$ cat config.mk
export PLATFORM = sky130hd
export DESIGN_NAME = cgs_top
export DESIGN_NICKNAME = d
export VERILOG_FILES = /design/src/core/cgs_top.v
export VERILOG_INCLUDE_DIRS = /design/src /design/src/core
export SDC_FILE = /design/constraint.sdc
export NUM_CORES = 1
export LEC_CHECK = 0
export BUFFER_PORTS_ARGS = -buffer_cell sky130_fd_sc_hd__buf_2
export CAP_MARGIN = 0
export CORE_MARGIN = 2
export CORE_UTILIZATION = 45
export CTS_CLUSTER_DIAMETER = 30
export CTS_CLUSTER_SIZE = 16
export DETAILED_ROUTE_END_ITERATION = 8
export GPL_TIMING_DRIVEN = 0
export PLACE_DENSITY = 0.65
export RECOVER_POWER = 25
export SLEW_MARGIN = 10
export SYNTH_ARGS = -nofsm -noshare
export SYNTH_HDL_FRONTEND = slang
export SYNTH_SLANG_ARGS = --single-unit
export TNS_END_PERCENT = 10
$ cat constraint.sdc
create_clock -name mclk -period 4.35 [get_ports mclk]
set_input_delay 0.87 -clock mclk [delete_from_list [all_inputs] [get_ports mclk]]
set_output_delay 0.87 -clock mclk [all_outputs]
set_load 0.01 [all_outputs]
$ cat src/core/cgs_consts.vh
// How it works
// - Strap pins are inputs at power-up
// - After 2 ms straps become clock outputs
// - One short CPU cycle allowed at enable
// - CPU clock inverted to SDRAM at 100 MHz
// - Low power: PLLs stop, outputs LOW
// - Two low CPU rises, freeze at fall
// - Power-down input synchronised before use
// - Spread spectrum deviates plus/minus half percent
// - Only block writes accepted
// - Ascending bytes, completed bytes kept
// - Respond only to address byte 11010010
// - Command and count bytes are ignored
// - Valid after count acknowledge; data updates
// - Device acknowledges each byte of a frame sent to its address
// - Outputs other than CPU, 66 MHz and REF disableable, disabled held LOW
// - Data byte k loads byte k, whatever the count
// - Bytes six and seven ignored
// - Bits assembled MSB first
`ifndef CGS_CONSTS_VH
`define CGS_CONSTS_VH

`define CGS_MCLK_MHZ       100
`define CGS_STRAP_TIME_US  2000
`define CGS_STRAP_CYCLES   (`CGS_STRAP_TIME_US * `CGS_MCLK_MHZ)
`define CGS_SS_DIV         200
`define CGS_PD_EDGES       2'h2
`define CGS_SLAVE_ADDR     8'hD2
`define CGS_NUM_BYTES      3'h6
`define CGS_ACK_PHASE      4'h9
`define CGS_LAST_BIT       4'h8
`define CGS_CPU100_A       5'h0D
`define CGS_CPU100_B       5'h1D
`define CGS_RST_BYTE0      8'h06
`define CGS_RST_BYTE1      8'hFF
`define CGS_RST_BYTE2      8'hFF
`define CGS_RST_BYTE3      8'h8A
`define CGS_RST_BYTE4      8'h02
`define CGS_RST_BYTE5      8'h00
`define CGS_B0_SIO         2
`define CGS_B0_USB         1
`define CGS_B3_DCLK        7
`define CGS_B3_APIC        3
`define CGS_B4_OVR         3

`endif

$ cat src/core/cgs_top.v
`timescale 1ns/10ps
`default_nettype none
`include "cgs_consts.vh"

module cgs_top #(
  parameter [31:0] STRAP_CYCLES = `CGS_STRAP_CYCLES,
  parameter [31:0] CPU_INC      = 32'h4000_0000,
  parameter [31:0] USB_INC      = 32'h1EB8_51EC,
  parameter [31:0] REF_INC      = 32'h0924_DD2F,
  parameter [31:0] SS_STEP      = 32'h0000_1A00,
  parameter [31:0] SS_CODE_MASK = 32'hFFFF_FFFF
) (
  input  wire        mclk,                // Core clock, 100 MHz
  input  wire        arst_n,              // Power-up reset, async
  input  wire        low_power_request_n, // Async power-down request
  input  wire        smb_scl,             // SMBus clock pin
  input  wire        smb_sda_in,          // SMBus data pin level
  output wire        smb_sda_out,         // SMBus data drive value
  output reg         smb_sda_oe_n,        // Low while pulling data low
  input  wire [5:0]  strap_in,            // Dual pins, strap level
  output reg  [5:0]  strap_out,           // Dual pins, clock value
  output reg  [5:0]  strap_oe_n,          // Low while pins drive
  output reg  [1:0]  cpu_clk,             // CPU clocks
  output reg  [8:0]  sdram_clk,           // SDRAM 0..7 and DCLK
  output reg  [7:3]  pci_clk,             // PCI clocks 3..7
  output reg  [1:0]  v66_clk,             // 66 MHz group
  output reg         apic_clk,            // APIC clock
  output reg         usb_clk              // Fixed 48 MHz output
);

  // One-hot receiver states
  localparam [4:0] S_IDLE = 5'h01;
  localparam [4:0] S_ADDR = 5'h02;
  localparam [4:0] S_CMD  = 5'h04;
  localparam [4:0] S_CNT  = 5'h08;
  localparam [4:0] S_DATA = 5'h10;
  // Half a percent of the nominal CPU phase step
  localparam [31:0] SS_DEV = CPU_INC / `CGS_SS_DIV;

  // Power-up strap window
  reg [31:0] por_cnt_q;
  reg        strap_done_q;
  reg [5:0]  strap_s1_q;
  reg [5:0]  strap_s2_q;
  reg [4:0]  freq_select_straps;
  reg        sio_24_q;

  always @(posedge mclk or negedge arst_n) begin
    if (!arst_n) begin
      por_cnt_q    <= 32'h0000_0000;
      strap_done_q <= 1'b0;
      strap_s1_q   <= 6'h00;
      strap_s2_q   <= 6'h00;
      freq_select_straps <= 5'h00;
      sio_24_q     <= 1'b0;
    end else begin
      strap_s1_q <= strap_in;
      strap_s2_q <= strap_s1_q;
      // Counter parks once the window closes, so it never wraps
      if (!strap_done_q) begin
        por_cnt_q <= por_cnt_q + 32'h0000_0001;
        if (por_cnt_q >= STRAP_CYCLES - 32'h0000_0001) begin
          strap_done_q       <= 1'b1;
          freq_select_straps <= strap_s2_q[4:0];
          sio_24_q           <= strap_s2_q[5];
        end
      end
    end
  end

  // Configuration bytes written over SMBus
  reg [7:0] cfg_q [0:5];
  wire [4:0] sel_code;
  wire       cpu100;
  wire       ss_on;

  // The override bit lets software pick a mode in place of the strapped one
  assign sel_code = cfg_q[4][`CGS_B4_OVR] ?
                    {cfg_q[4][2], cfg_q[4][7:4]} : freq_select_straps;
  assign cpu100   = (sel_code == `CGS_CPU100_A) ||
                    (sel_code == `CGS_CPU100_B);
  assign ss_on    = SS_CODE_MASK[sel_code];

  // Power-down synchroniser and freeze
  reg        pd_s1_q;
  reg        pd_s2_q;
  reg [1:0]  pd_low_q;
  reg        pd_q;
  reg        cpu_prev_q;
  reg [31:0] cpu_acc_q;
  reg [31:0] usb_acc_q;
  reg [31:0] ref_acc_q;
  reg [31:0] tri_q;
  reg        tri_up_q;
  reg [2:0]  div_q;
  reg        sio_div_q;
  reg        usb_prev_q;

  wire cpu_raw;
  wire cpu_rise;
  wire cpu_fall;
  wire usb_raw;
  wire out_en;

  // Edges compare the phase bit with its value one cycle back
  assign cpu_raw  = cpu_acc_q[31];
  assign cpu_rise = cpu_raw & ~cpu_prev_q;
  assign cpu_fall = ~cpu_raw & cpu_prev_q;
  assign usb_raw  = usb_acc_q[31];
  // Outputs stay quiet through the strap window and in low power
  assign out_en   = strap_done_q & ~pd_q;

  always @(posedge mclk or negedge arst_n) begin
    if (!arst_n) begin
      pd_s1_q  <= 1'b1;
      pd_s2_q  <= 1'b1;
      pd_low_q <= 2'h0;
      pd_q     <= 1'b0;
    end else begin
      pd_s1_q <= low_power_request_n;
      pd_s2_q <= pd_s1_q;
      if (pd_s2_q) begin
        pd_low_q <= 2'h0;
        pd_q     <= 1'b0;
      end else begin
        // A single low sample never stops the clocks
        if (cpu_rise && pd_low_q != `CGS_PD_EDGES) begin
          pd_low_q <= pd_low_q + 2'h1;
        end
        if (pd_low_q == `CGS_PD_EDGES && cpu_fall) begin
          pd_q <= 1'b1;
        end
      end
    end
  end

  // Digital stand-ins for the PLLs; they hold still in low power
  wire [31:0] cpu_inc;

  assign cpu_inc = ss_on ? CPU_INC + tri_q : CPU_INC;

  always @(posedge mclk or negedge arst_n) begin
    if (!arst_n) begin
      cpu_acc_q  <= 32'h0000_0000;
      usb_acc_q  <= 32'h0000_0000;
      ref_acc_q  <= 32'h0000_0000;
      tri_q      <= 32'h0000_0000;
      tri_up_q   <= 1'b1;
      cpu_prev_q <= 1'b0;
      usb_prev_q <= 1'b0;
      div_q      <= 3'h0;
      sio_div_q  <= 1'b0;
    end else if (!pd_q) begin
      cpu_acc_q  <= cpu_acc_q + cpu_inc;
      usb_acc_q  <= usb_acc_q + USB_INC;
      ref_acc_q  <= ref_acc_q + REF_INC;
      cpu_prev_q <= cpu_raw;
      usb_prev_q <= usb_raw;
      // Triangle profile spanning plus/minus SS_DEV
      if (tri_up_q) begin
        if ($signed(tri_q) >= $signed(SS_DEV)) begin
          tri_up_q <= 1'b0;
        end else begin
          tri_q <= tri_q + SS_STEP;
        end
      end else begin
        if ($signed(tri_q) <= -$signed(SS_DEV)) begin
          tri_up_q <= 1'b1;
        end else begin
          tri_q <= tri_q - SS_STEP;
        end
      end

      // div_q counts CPU rises so the slow groups stay aligned to it; the SIO divider counts USB rises
      if (cpu_rise) begin
        div_q <= div_q + 3'h1;
      end
      if (usb_raw & ~usb_prev_q) begin
        sio_div_q <= ~sio_div_q;
      end
    end
  end

  // Output stage: gated and registered. The first enabled CPU period
  // may be cut short since the gate opens at any accumulator phase.
  wire pci_raw;
  wire sio_raw;
  wire sd_raw;
  wire usb_en;

  assign pci_raw = div_q[1];
  assign sio_raw = sio_24_q ? sio_div_q : usb_raw;
  assign sd_raw  = cpu_raw ^ cpu100;
  assign usb_en  = cfg_q[0][`CGS_B0_USB];

  always @(posedge mclk or negedge arst_n) begin
    if (!arst_n) begin
      cpu_clk    <= 2'h0;
      sdram_clk  <= 9'h000;
      pci_clk    <= 5'h00;
      v66_clk    <= 2'h0;
      apic_clk   <= 1'b0;
      usb_clk    <= 1'b0;
      strap_out  <= 6'h00;
      strap_oe_n <= 6'h3F;
    end else begin
      strap_oe_n <= {6{~strap_done_q}};
      cpu_clk    <= {2{out_en & cpu_raw}};
      v66_clk    <= {2{out_en & div_q[0]}};
      // Disabled outputs are held LOW, never tri-stated
      sdram_clk[7:0] <= {8{out_en & sd_raw}} & cfg_q[1];
      sdram_clk[8]   <= out_en & sd_raw &
                        cfg_q[3][`CGS_B3_DCLK];
      pci_clk    <= {5{out_en & pci_raw}} & cfg_q[2][7:3];
      apic_clk   <= out_en & div_q[2] & cfg_q[3][`CGS_B3_APIC];
      usb_clk    <= out_en & usb_raw & usb_en;
      strap_out[2:0] <= {3{out_en & pci_raw}} & cfg_q[2][2:0];
      strap_out[3]   <= out_en & ref_acc_q[31];
      strap_out[4]   <= out_en & usb_raw & usb_en;
      strap_out[5]   <= out_en & sio_raw &
                        cfg_q[0][`CGS_B0_SIO];
    end
  end

  // SMBus slave receiver, block write only
  // Third stage only finds edges; all other logic reads the second
  reg       scl_s1_q;
  reg       scl_s2_q;
  reg       scl_s3_q;
  reg       sda_s1_q;
  reg       sda_s2_q;
  reg       sda_s3_q;

  reg [4:0] st_q;
  reg [3:0] bit_q;
  reg [7:0] shift_q;
  reg [2:0] idx_q;
  reg       ack_q;

  wire scl_rise;
  wire scl_fall;
  wire start_c;
  wire stop_c;

  assign scl_rise = scl_s2_q & ~scl_s3_q;
  assign scl_fall = ~scl_s2_q & scl_s3_q;
  // Data moving while the link clock is high marks START or STOP
  assign start_c  = scl_s2_q & scl_s3_q & ~sda_s2_q & sda_s3_q;
  assign stop_c   = scl_s2_q & scl_s3_q & sda_s2_q & ~sda_s3_q;

  // Open drain: only the enable ever moves, never the value
  assign smb_sda_out = 1'b0;

  always @(posedge mclk or negedge arst_n) begin
    if (!arst_n) begin
      smb_sda_oe_n <= 1'b1;
    end else begin
      // Registered so the data pin never glitches low
      smb_sda_oe_n <= ~ack_q;
    end
  end

  always @(posedge mclk or negedge arst_n) begin
    if (!arst_n) begin
      scl_s1_q <= 1'b1;
      scl_s2_q <= 1'b1;
      scl_s3_q <= 1'b1;
      sda_s1_q <= 1'b1;
      sda_s2_q <= 1'b1;
      sda_s3_q <= 1'b1;
      st_q     <= S_IDLE;
      bit_q    <= 4'h0;
      shift_q  <= 8'h00;
      idx_q    <= 3'h0;
      ack_q    <= 1'b0;
      cfg_q[0] <= `CGS_RST_BYTE0;
      cfg_q[1] <= `CGS_RST_BYTE1;
      cfg_q[2] <= `CGS_RST_BYTE2;
      cfg_q[3] <= `CGS_RST_BYTE3;
      cfg_q[4] <= `CGS_RST_BYTE4;
      cfg_q[5] <= `CGS_RST_BYTE5;
    end else begin
      scl_s1_q <= smb_scl;
      scl_s2_q <= scl_s1_q;
      scl_s3_q <= scl_s2_q;
      sda_s1_q <= smb_sda_in;
      sda_s2_q <= sda_s1_q;
      sda_s3_q <= sda_s2_q;
      if (start_c) begin
        st_q  <= S_ADDR;
        bit_q <= 4'h0;
        ack_q <= 1'b0;
      end else if (stop_c) begin
        // A STOP between bytes keeps whatever was already stored
        st_q  <= S_IDLE;
        ack_q <= 1'b0;
      end else if (st_q != S_IDLE) begin
        if (scl_rise && bit_q < `CGS_LAST_BIT) begin
          shift_q <= {shift_q[6:0], sda_s2_q};
          bit_q   <= bit_q + 4'h1;
        end else if (scl_fall && bit_q == `CGS_ACK_PHASE) begin
          ack_q <= 1'b0;
          bit_q <= 4'h0;
        end else if (scl_fall && bit_q == `CGS_LAST_BIT) begin
          bit_q <= `CGS_ACK_PHASE;
          case (st_q)
            S_ADDR: begin
              if (shift_q == `CGS_SLAVE_ADDR) begin
                ack_q <= 1'b1;
                st_q  <= S_CMD;
              end else begin
                // Foreign frames are ignored until the next START
                st_q <= S_IDLE;
              end
            end
            S_CMD: begin
              ack_q <= 1'b1;
              st_q  <= S_CNT;
            end
            S_CNT: begin
              ack_q <= 1'b1;
              idx_q <= 3'h0;
              st_q  <= S_DATA;
            end
            S_DATA: begin
              ack_q <= 1'b1;
              if (idx_q < `CGS_NUM_BYTES) begin
                cfg_q[idx_q] <= shift_q;
              end
              // Index saturates so late bytes never wrap onto byte 0
              if (idx_q != 3'h7) begin
                idx_q <= idx_q + 3'h1;
              end
            end
            default: begin
              st_q <= S_IDLE;
            end
          endcase
        end
      end
    end
  end

endmodule

`default_nettype wire

Yosys cells after proc, flatten, opt, wreduce, memory -nomap -nowiden --
Memories as Yosys holds them, arrays and structs flattened. Cells that the tools add are included.
Operators by class: $add $sub $neg 11, magnitude comparators 8, equality and inequality tests 21, muxes and demuxes 43, bitwise logic cells 43, reduce and logical (&&, ||, !) cells 27
Operators with widths (number):
- 32-bit 2-to-1 mux | 4
- 48-bit bitwise mux | 1
- 5-bit 2-to-1 mux | 7
- 31-bit by 32-bit adder with 32-bit output (first input constant) | 1
- 32-bit by 1-bit adder with 32-bit output (second input constant) | 1
- 32-bit by 13-bit adder with 32-bit output (second input constant) | 1
- 32-bit by 28-bit adder with 32-bit output (second input constant) | 1
- 32-bit by 29-bit adder with 32-bit output (second input constant) | 1
- 32-bit adder | 1
- 32-bit by 18-bit >= comparator with 1-bit output (second input constant) | 1
- 32-bit by 24-bit >= comparator with 1-bit output (second input constant) | 1
- 32-bit by 24-bit less-or-equal comparator with 1-bit output (second input constant) | 1
- 32-bit by 13-bit subtractor with 32-bit output (second input constant) | 1
- 8-bit demux with 3-bit select | 1
- 4-bit 2-to-1 mux | 6
- 1-bit AND | 23
- 5-bit one-hot mux with 4 select lines | 1
- 1-bit 2-to-1 mux | 16
- 8-bit AND reduction | 2
- 1-bit inverter | 15
- 3-bit inequality test (second input constant) | 4
- 5-bit by 4-bit equality test with 1-bit output (second input constant) | 2
- 5-bit equality test (second input constant) | 2
- 2-bit inequality test (second input constant) | 5
- other kinds (36) | 54
Word-level totals: bits in registers 292, ROM bits 32, bits of input ports 11, output and inout bits 34, logic and storage cells 199, memories kept 1
Memories:
- (name not given) | depth 32, width 1, read ports 1, clocked after Yosys merged registers in 0, wr ports 0, line cgs_top.v:82 | assign ss_on = SS_CODE_MASK[sel_code];

Depth between registers and ports, before layout --
Gate-level depths: netlist (run 1).
depth after elaboration 9, mapped depth 11, depth with buffers taken out 10

Worst setup path before layout (run 1) --
OpenSTA, ideal clock, no wires.
path type register to register, start point reg tri_up_q, end point reg tri_q[29], library setup time 0.082 ns, arrival 2.779 ns, setup slack 1.490 ns, cell stages (with the launch flop) 11, path buffers 1, path through dfstp_2 inv_1 ha_1 clkbuf_1 nand2_1 nor3_1 and2_1 o311ai_0 and3_1 or3_1 a31oi_1
On the way: word-level cells in the longest chain between the ends 2
RTL lines:
- from (decl) | line cgs_top.v:94 | reg tri_up_q;
- from (signal assigned) | line cgs_top.v:148 | tri_up_q <= 1'b1;
- from (signal assigned) | line cgs_top.v:162 | tri_up_q <= 1'b0;
- from (signal assigned) | line cgs_top.v:168 | tri_up_q <= 1'b1;
- 2-bit inequality test (no line)
- 3-bit AND reduction (no line)
- to (signal assigned) | line cgs_top.v:164 | tri_q <= tri_q + SS_STEP;
- to (signal assigned) | line cgs_top.v:170 | tri_q <= tri_q - SS_STEP;
- to (decl) | line cgs_top.v:93 | reg [31:0] tri_q;
Parallel ways exist; a longest one is shown, timed or not. A chain may end at the register's enable or synchronous reset.

Worst setup path in the final report (run 1) --
Same ends and word-level chain as after synthesis.

==> reports/qor.txt, run 1 <==
Status = complete, but fails checks
Failing checks = capacitance limit, slew limit
Most common cell in the synthesized netlist = dfrtp_1
Clk slew on worst S/H paths = 0.05 ns
Place WS = 0.817 ns
WL per Instance = 15.6 um
CTS tree = yes
Initial Util = 45.6%
Delay-heaviest family, CP = simple AND/OR/NAND/NOR gates
Critical setup path kind = reg2reg
Hold Path Cell Cnt = 0
Unrepaired setup endpoints after global routing = no
Vias per std cell = 5.39
Die W = 171 um
Met2 usage = 30.8%
Buffers added on ports = 42
Final GP Congestion = 0.895
Die span in y = 171 um
Synth-to-layout area growth = 22.7%
DRT Wirelength = 27300 um
Startpoint Class = register
Sequential area share after synthesis = 48.9%
Synth area leader = dfrtp_1
Root buffer cell = clkbuf_16
TritonRoute pass-1 iters = 5
Met1 Track Usage GR = 26.9%
Worst path arrival time = 4.01 ns
Gr usage total = 19.3%
Num CTS Buffers = 56
CP max FO = 22
Nets = 1389
Fin cells = 1747
I/O pin cnt = 45
Slew headroom = -54.5%
# rows = 61
Setup slack after layout = 0.817 ns
H-tree depth = 2
Async S/R FF share, synth = 100%
Synthesis-stage register bit count = 245
Final Max Tran Viols = 40
Leakage = 0.00703 uW
Kind of end point of the critical path = register
CP Buf/Inv Count = 2
DP Wirelength = 18300 um
Pin count of the biggest net entering global routing = 114
Iter 0 DRT Violations = 599
Cell depth of the worst setup path = 10
Mapped Area = 12600 um2
Initial antenna violation count = 0
Hold Path Class = reg2reg
PD cells = 892 nW/um2
Util after Layout = 55.9%
Synth cell count leaders = 213 x dfrtp_1, 125 x nand2_1, 85 x o21ai_0
Synth cell types = 73
DRC = 0
Yosys synthesis warning count = 0
Core area = 27700 um2
Share of post-route cells with drive strength above 1 = 18.3%
Worst Tran Pin Value = 2.32 ns
Met3 track demand over resource = 3.45%
Synthesized netlist net count = 1287
Layout Skew = 0.0156 ns
Maximum root-to-sink buffer count = 3
Max stage delay on crit path = 0.60 ns
Gr busiest metal = met2
Synth area leaders = dfrtp_1 42%, dfstp_2 6.7%, ha_1 5.5%, xnor2_1 5.0%, mux2_2 4.1%
ANT nets after route = 0
EDFF count, synth = 0
Clk_lat worst skew = 0.56 ns
CTS sink cnt = 245
Vias in the first global route = 9382
Fin Hold WS = 0.345 ns
Critical-path cell list = inv_1, ha_1, clkbuf_1, nand2_1, nor3_1, and2_1, o311ai_0, and3_1, or3_1, a31oi_1
Worst reg-to-reg path cell count = 10
Peak supply drop = 0.000571 V
Setup Fix Bufs, Post-CTS = 0
Maximum clock rate = 283 MHz
First-pass GRT wire length = 46400 um
Hold buffer count at CTS = 0
Placed cells = 1641
Gate Count Post-Synth = 1219
Die area = 29400 um2
Synth Flop Type = dfrtp_1
Fin crit period = 3.53 ns
Crit path max-delay cell type = dfstp_2
Total gr overflow = 0
Post-CTS Resized = 0
Worst endpoint required time = 4.82 ns
Final hold viol count = 0
# diodes = 0
Via Count = 9408
Final setup violation count = 0
Synthesized area per cell = 10.4 um2
Tcrit/Tclk final = 81.2%
Yosys top cell area share = 42.2%
Max Cap Viol = 1
## area by class of cell
class / count / area [um2]
fill: 2359 / 12200
sequential: 245 / 6170
multi-input combinational: 905 / 6140
clock buffer: 69 / 1550
clock inverter: 37 / 577
tap: 378 / 473
timing repair buffer: 44 / 263
buffer: 35 / 180
inverter: 34 / 128
## final timing paths
| kind | slack, ns | startpoint | to |
|---|---|---|---|
| min in group asynchronous | 1.02 | arst_n | ref_acc_q[10]$_DFFE_PN0N_ |
| worst max register to register | 0.82 | tri_up_q$_DFFE_PN1N_ | tri_q[29]$_DFFE_PN0P_ |
| worst min register to register | 0.34 | strap_s1_q[1]$_DFF_PN0_ | strap_s2_q[1]$_DFF_PN0_ |
| worst min-delay path | 0.34 | strap_s1_q[1]$_DFF_PN0_ | strap_s2_q[1]$_DFF_PN0_ |
| worst max-delay path | 0.82 | tri_up_q$_DFFE_PN1N_ | tri_q[29]$_DFFE_PN0P_ |
| max in group asynchronous | 1.45 | arst_n | sda_s1_q$_DFF_PN1_ |
## cells by family after synthesis
logic type	synth area share [%]
and+or+nand+nor	16.1
AOI/OAI and AO/OA	13.3
DFF	48.9
xor gates and xnor gates	8.88
buffers and inverters	2.44
adders and majority gates	5.77
muxes	4.62
other	0.0297
## registers in the layout (all words and copies together) (netlist names), 6 cells and up
signal / flops
cfg_q: 25
cpu_acc_q: 23
shift_q: 8
sdram_clk: 9
usb_acc_q: 30
strap_out: 6
tri_q: 23
ref_acc_q: 32
por_cnt_q: 32
## cells in the final DEF, fill, tap and decap left out, drive strengths merged, types with 9 or more instances in the layout
cell type and instances:
nand2b 18, o211ai 15, buf 55, dfstp 32, nor3 21, nand3 31
clkbuf 93, dfrtp 213, ha 55, a31oi 18, clkinv 18, a21o 20
nor4 14, nand4 19, and3 33, nor2 78, xor2 56, xnor2 72
inv 37, mux2 47, and4 9, o21ai 86, bufinv 13, nand2 125
a21oi 67
## routing by layer
metal	part of all wire, %	vias to the layer above
met2	47	161
met5	0	-
li1	-	4587
met4	1.8	0
met1	48	4612
met3	3.7	48
## where the power goes
part / switching (uW) / internal (uW)
registers: 734 / 3000
logic: 3040 / 2400
clock network: 1350 / 3300
total: 5120 / 8690
## worst reg2reg max path: stages (launching register included)
cell and delay [ns]:
dfstp_2 0.60, inv_1 0.39, ha_1 0.45, clkbuf_1 0.27
nand2_1 0.14, nor3_1 0.31, and2_1 0.24, o311ai_0 0.26
and3_1 0.28, or3_1 0.33, a31oi_1 0.17
## stage by stage
| step | instance area, um2 | total power (uW) | TNS [ns] |
|---|---|---|---|
| final | 15500 | 13800 | 0 |
| after CTS | 15500 | 13900 | 0 |
| after detailed placement | 13400 | 9130 | 0 |
| after global routing | 15500 | 14900 | 0 |
| after global placement | 13300 | 8970 | -442.40 |
| after floorplan | 12600 | 7910 | 0 |
No activity file was read; power rests on OpenSTA's default activity.
==> inputs of run 2 (changes only) <==
--- a/config.mk
+++ b/config.mk
@@ -6,6 +6,7 @@
 export SDC_FILE = /design/constraint.sdc
 export NUM_CORES = 1
 export LEC_CHECK = 0
+export ABC_AREA = 1
 export BUFFER_PORTS_ARGS = -buffer_cell sky130_fd_sc_hd__buf_2
 export CAP_MARGIN = 0
 export CORE_MARGIN = 2
@@ -14,7 +15,7 @@
 export CTS_CLUSTER_SIZE = 16
 export DETAILED_ROUTE_END_ITERATION = 8
 export GPL_TIMING_DRIVEN = 0
-export PLACE_DENSITY = 0.65
+export PLACE_DENSITY = 0.67
 export RECOVER_POWER = 25
 export SLEW_MARGIN = 10
 export SYNTH_ARGS = -nofsm -noshare
==> constraint.sdc (replaced) <==
create_clock -name mclk -period 3.1 [get_ports mclk]
set_input_delay 0.62 -clock mclk [delete_from_list [all_inputs] [get_ports mclk]]
set_output_delay 0.62 -clock mclk [all_outputs]
set_load 0.01 [all_outputs]
==> reports/qor.txt, run 2 <==
Fillers = 2967 (+26%)
Num CTS Buffers = 50 (-11%)
Die W = 184 um (+7.4%)
XOR/XNOR Fraction of Synth Area = 5.52% (-3.4 points)
ANT nets after route = 0 (unchanged)
Worst endpoint required time = 3.54 ns (-1.28 ns)
Share of post-route cells with drive strength above 1 = 10.3% (-8.1 points)
Total power draw = 20200 uW (+47%)
Hold buffer count at CTS = 1 (+1)
Synth area leaders = dfrtp_1 37%, nand2_1 16%, inv_1 7.4%, dfstp_2 5.8%, nand3_1 4.9%
Yosys top cell area share = 36.5% (-5.7 points)
PD cells = 1180 nW/um2 (+32%)
Simple-gate share of the synthesized area = 30.5% (+14 points)
Nets = 2147 (+55%)
Gate Count Post-Synth = 1982 (+63%)
Area of the multi-input gates = 7150 um2 (+16%)
Die span in y = 184 um (+7.4%)
Core area = 31700 um2 (+14%)
Final setup violation count = 0 (unchanged)
Hold Path Class = in2reg
Commonest non-fill, non-tap cell in the layout = nand2_1
Startpoint Class = register
Setup Fix Bufs, Post-CTS = 0 (unchanged)
Main combinational cell family by area after synthesis = simple AND/OR/NAND/NOR gates
Peak supply drop = 0.000485 V (-15%)
H-tree depth = 2 (unchanged)
Leakage = 0.00879 uW (+25%)
Via Count = 12749 (+36%)
Delay-heaviest family, CP = simple AND/OR/NAND/NOR gates
TritonRoute pass-1 iters = 5 (unchanged)
Place WS = 0.331 ns (-0.486 ns)
Yosys synthesis warning count = 0 (unchanged)
Final GP Congestion = 0.910 (+1.8%)
Synth Flop Type = dfrtp_1
Total gr overflow = 0 (unchanged)
Pin count of the biggest net entering global routing = 116 (+1.8%)
DP Wirelength = 25100 um (+37%)
Synthesized netlist net count = 2050 (+59%)
Initial Util = 46.0% (+0.48 points)
Fin crit period = 2.77 ns (-0.762 ns)
# rows = 65 (+6.6%)
Iter 0 DRT Violations = 669 (+12%)
Tcrit/Tclk final = 89.4% (+8.2 points)
EDFF count, synth = 0 (unchanged)
Adder-Cell Fraction of Synth Area = 4.99% (-0.78 points)
CP max FO = 20 (-9.1%)
Worst Tran Pin Value = 1.33 ns (-0.991 ns)
Status = complete, no violations
Maximum root-to-sink buffer count = 3 (unchanged)
Commonest cells after routing, fill and taps aside = 611 x nand2_1, 289 x inv_1, 213 x dfrtp_1, 181 x nor2_1, 144 x nand3_1
Vias per std cell = 5.05 (-6.2%)
Largest regs = por_cnt_q x32, ref_acc_q x32, usb_acc_q x30
Slew headroom = 11.6% (+66 points)
Synth area leader = dfrtp_1
CP Buf/Inv Count = 1 (-1)
Kind of end point of the critical path = register
Synthesis-stage register bit count = 245 (unchanged)
Placed cells = 2428 (+48%)
Synth cell count leaders = 611 x nand2_1, 288 x inv_1, 213 x dfrtp_1
Fin cells = 2523 (+44%)
Crit path max-delay cell type = dfstp_2
# diodes = 0 (unchanged)
Async S/R FF share, synth = 100% (unchanged)
Max Cap Viol = 0 (-1)
Vias in the first global route = 12143 (+29%)
Most used cell, CP = nand2_1
CTS sink cnt = 245 (unchanged)
Worst path arrival time = 3.21 ns (-0.80 ns)
Maximum clock rate = 361 MHz (+28%)
Unrepaired setup endpoints after global routing = no
FF+latch area = 6170 um2 (unchanged)
Compound-Gate Fraction of Synth Area = 7.91% (-5.4 points)
Most common cell in the synthesized netlist = nand2_1
Synth-to-layout area growth = 17.5%
Final Max Tran Viols = 0 (-100%)
HP Start = strap_in[5]
Setup TNS = 0 ns (unchanged)
Max stage delay on crit path = 0.64 ns (+0.04 ns)
Synthesized area per cell = 7.37 um2 (-29%)
I/O pin cnt = 45 (unchanged)
Die area = 33900 um2 (+15%)
Critical-path cell list = inv_1, ha_1, nand2_1, nand2_1, nand2_1, o21bai_1, nand2_1, nand2_1, nand2_1, nand3_1, nand2_1, nand2_1, nand2_1
Mux share of post-synthesis cell area = 0.0771% (-4.5 points)
Buffers added on ports = 42 (unchanged)
Final hold viol count = 0 (unchanged)
CTS tree = yes
WL per Instance = 13.6 um (-13%)
Worst r2r src = tri_up_q$_DFFE_PN1N_
Mapped Area = 14600 um2 (+16%)
Clk slew on worst S/H paths = 0.06 ns (about the same)
Post-CTS Resized = 0 (unchanged)
Critical path startpoint = tri_up_q$_DFFE_PN1N_
First-pass GRT wire length = 58500 um (+26%)
DRC = 0 (unchanged)
Fin Hold WS = 0.154 ns (-0.191 ns)
Layout Skew = 0.0251 ns (+0.00954 ns)
Setup slack after layout = 0.329 ns (-0.488 ns)
Gr usage total = 21.0% (+1.7 points)
Clk_lat worst skew = 0.57 ns (about the same)
Synth cell types = 48 (-34%)
Sequential area share after synthesis = 42.3% (-6.6 points)
Root buffer cell = clkbuf_16
Critical setup path kind = reg2reg
Initial antenna violation count = 0 (unchanged)
DRT Wirelength = 34400 um (+26%)
[run 2: where the power goes]
part	internal [uW]	switching, uW	leakage [uW]
Sequential	4260	944	0.00300
Clock	3690	1870	0.000864
Combinational	3390	6080	0.00492
Total	11300	8900	0.00879
[run 2: cell families (layout without fill, tap and decap cells)]
logic type / Yosys count / count (layout)
other: 1 / 1
multiplexers: 1 / 1
flip-flops: 245 / 245
AO/OA/AOI/OAI: 207 / 207
buffers and inverters: 323 / 462
XOR/XNOR: 92 / 92
AND/OR/NAND/NOR: 1056 / 1056
adder cells (fa/ha/maj): 57 / 57
[run 2: area by class of cell]
| cell class | count | area share (%) |
|---|---|---|
| buffer | 33 | 1.06 |
| clock buffer | 58 | 7.70 |
| clock inverter | 36 | 2.73 |
| inverter | 290 | 6.35 |
| multi-input combinational | 1414 | 41.7 |
| sequential | 245 | 36.0 |
| tap | 402 | 2.93 |
| timing repair buffer | 45 | 1.60 |
[run 2: final timing paths]
kind | end | slack (ns) | cells after the start
setup / recovery | tri_q[26]$_DFFE_PN0P_ | 0.33 | 13
hold / removal | strap_s1_q[5]$_DFF_PN0_ | 0.15 | 1
setup reg to reg | tri_q[26]$_DFFE_PN0P_ | 0.33 | 13
hold reg to reg | strap_s2_q[3]$_DFF_PN0_ | 0.34 | 0
max in group asynchronous | scl_s1_q$_DFF_PN1_ | 0.63 | 4
min in group asynchronous | ref_acc_q[9]$_DFFE_PN0N_ | 0.90 | 2
[run 2: per-layer routing]
metal | share of wire (%) | track usage (%) | vias up | wire (um)
li1 | - | - | 6502 | -
met1 | 48 | 28.8 | 5916 | 16500
met2 | 45 | 34.4 | 271 | 15500
met3 | 4.9 | 3.68 | 60 | 1690
met4 | 1.9 | 5.73 | 0 | 668
met5 | 0 | 0 | - | 0
[run 2: per-stage QoR]
| step | util, % | area, um2 |
|---|---|---|
| after floorplan | - | 14600 |
| after global placement | 48.3 | 15300 |
| after detailed placement | 48.5 | 15400 |
| after CTS | 54.2 | 17200 |
| after global routing | 54.1 | 17200 |
| final | 54.1 | 17200 |
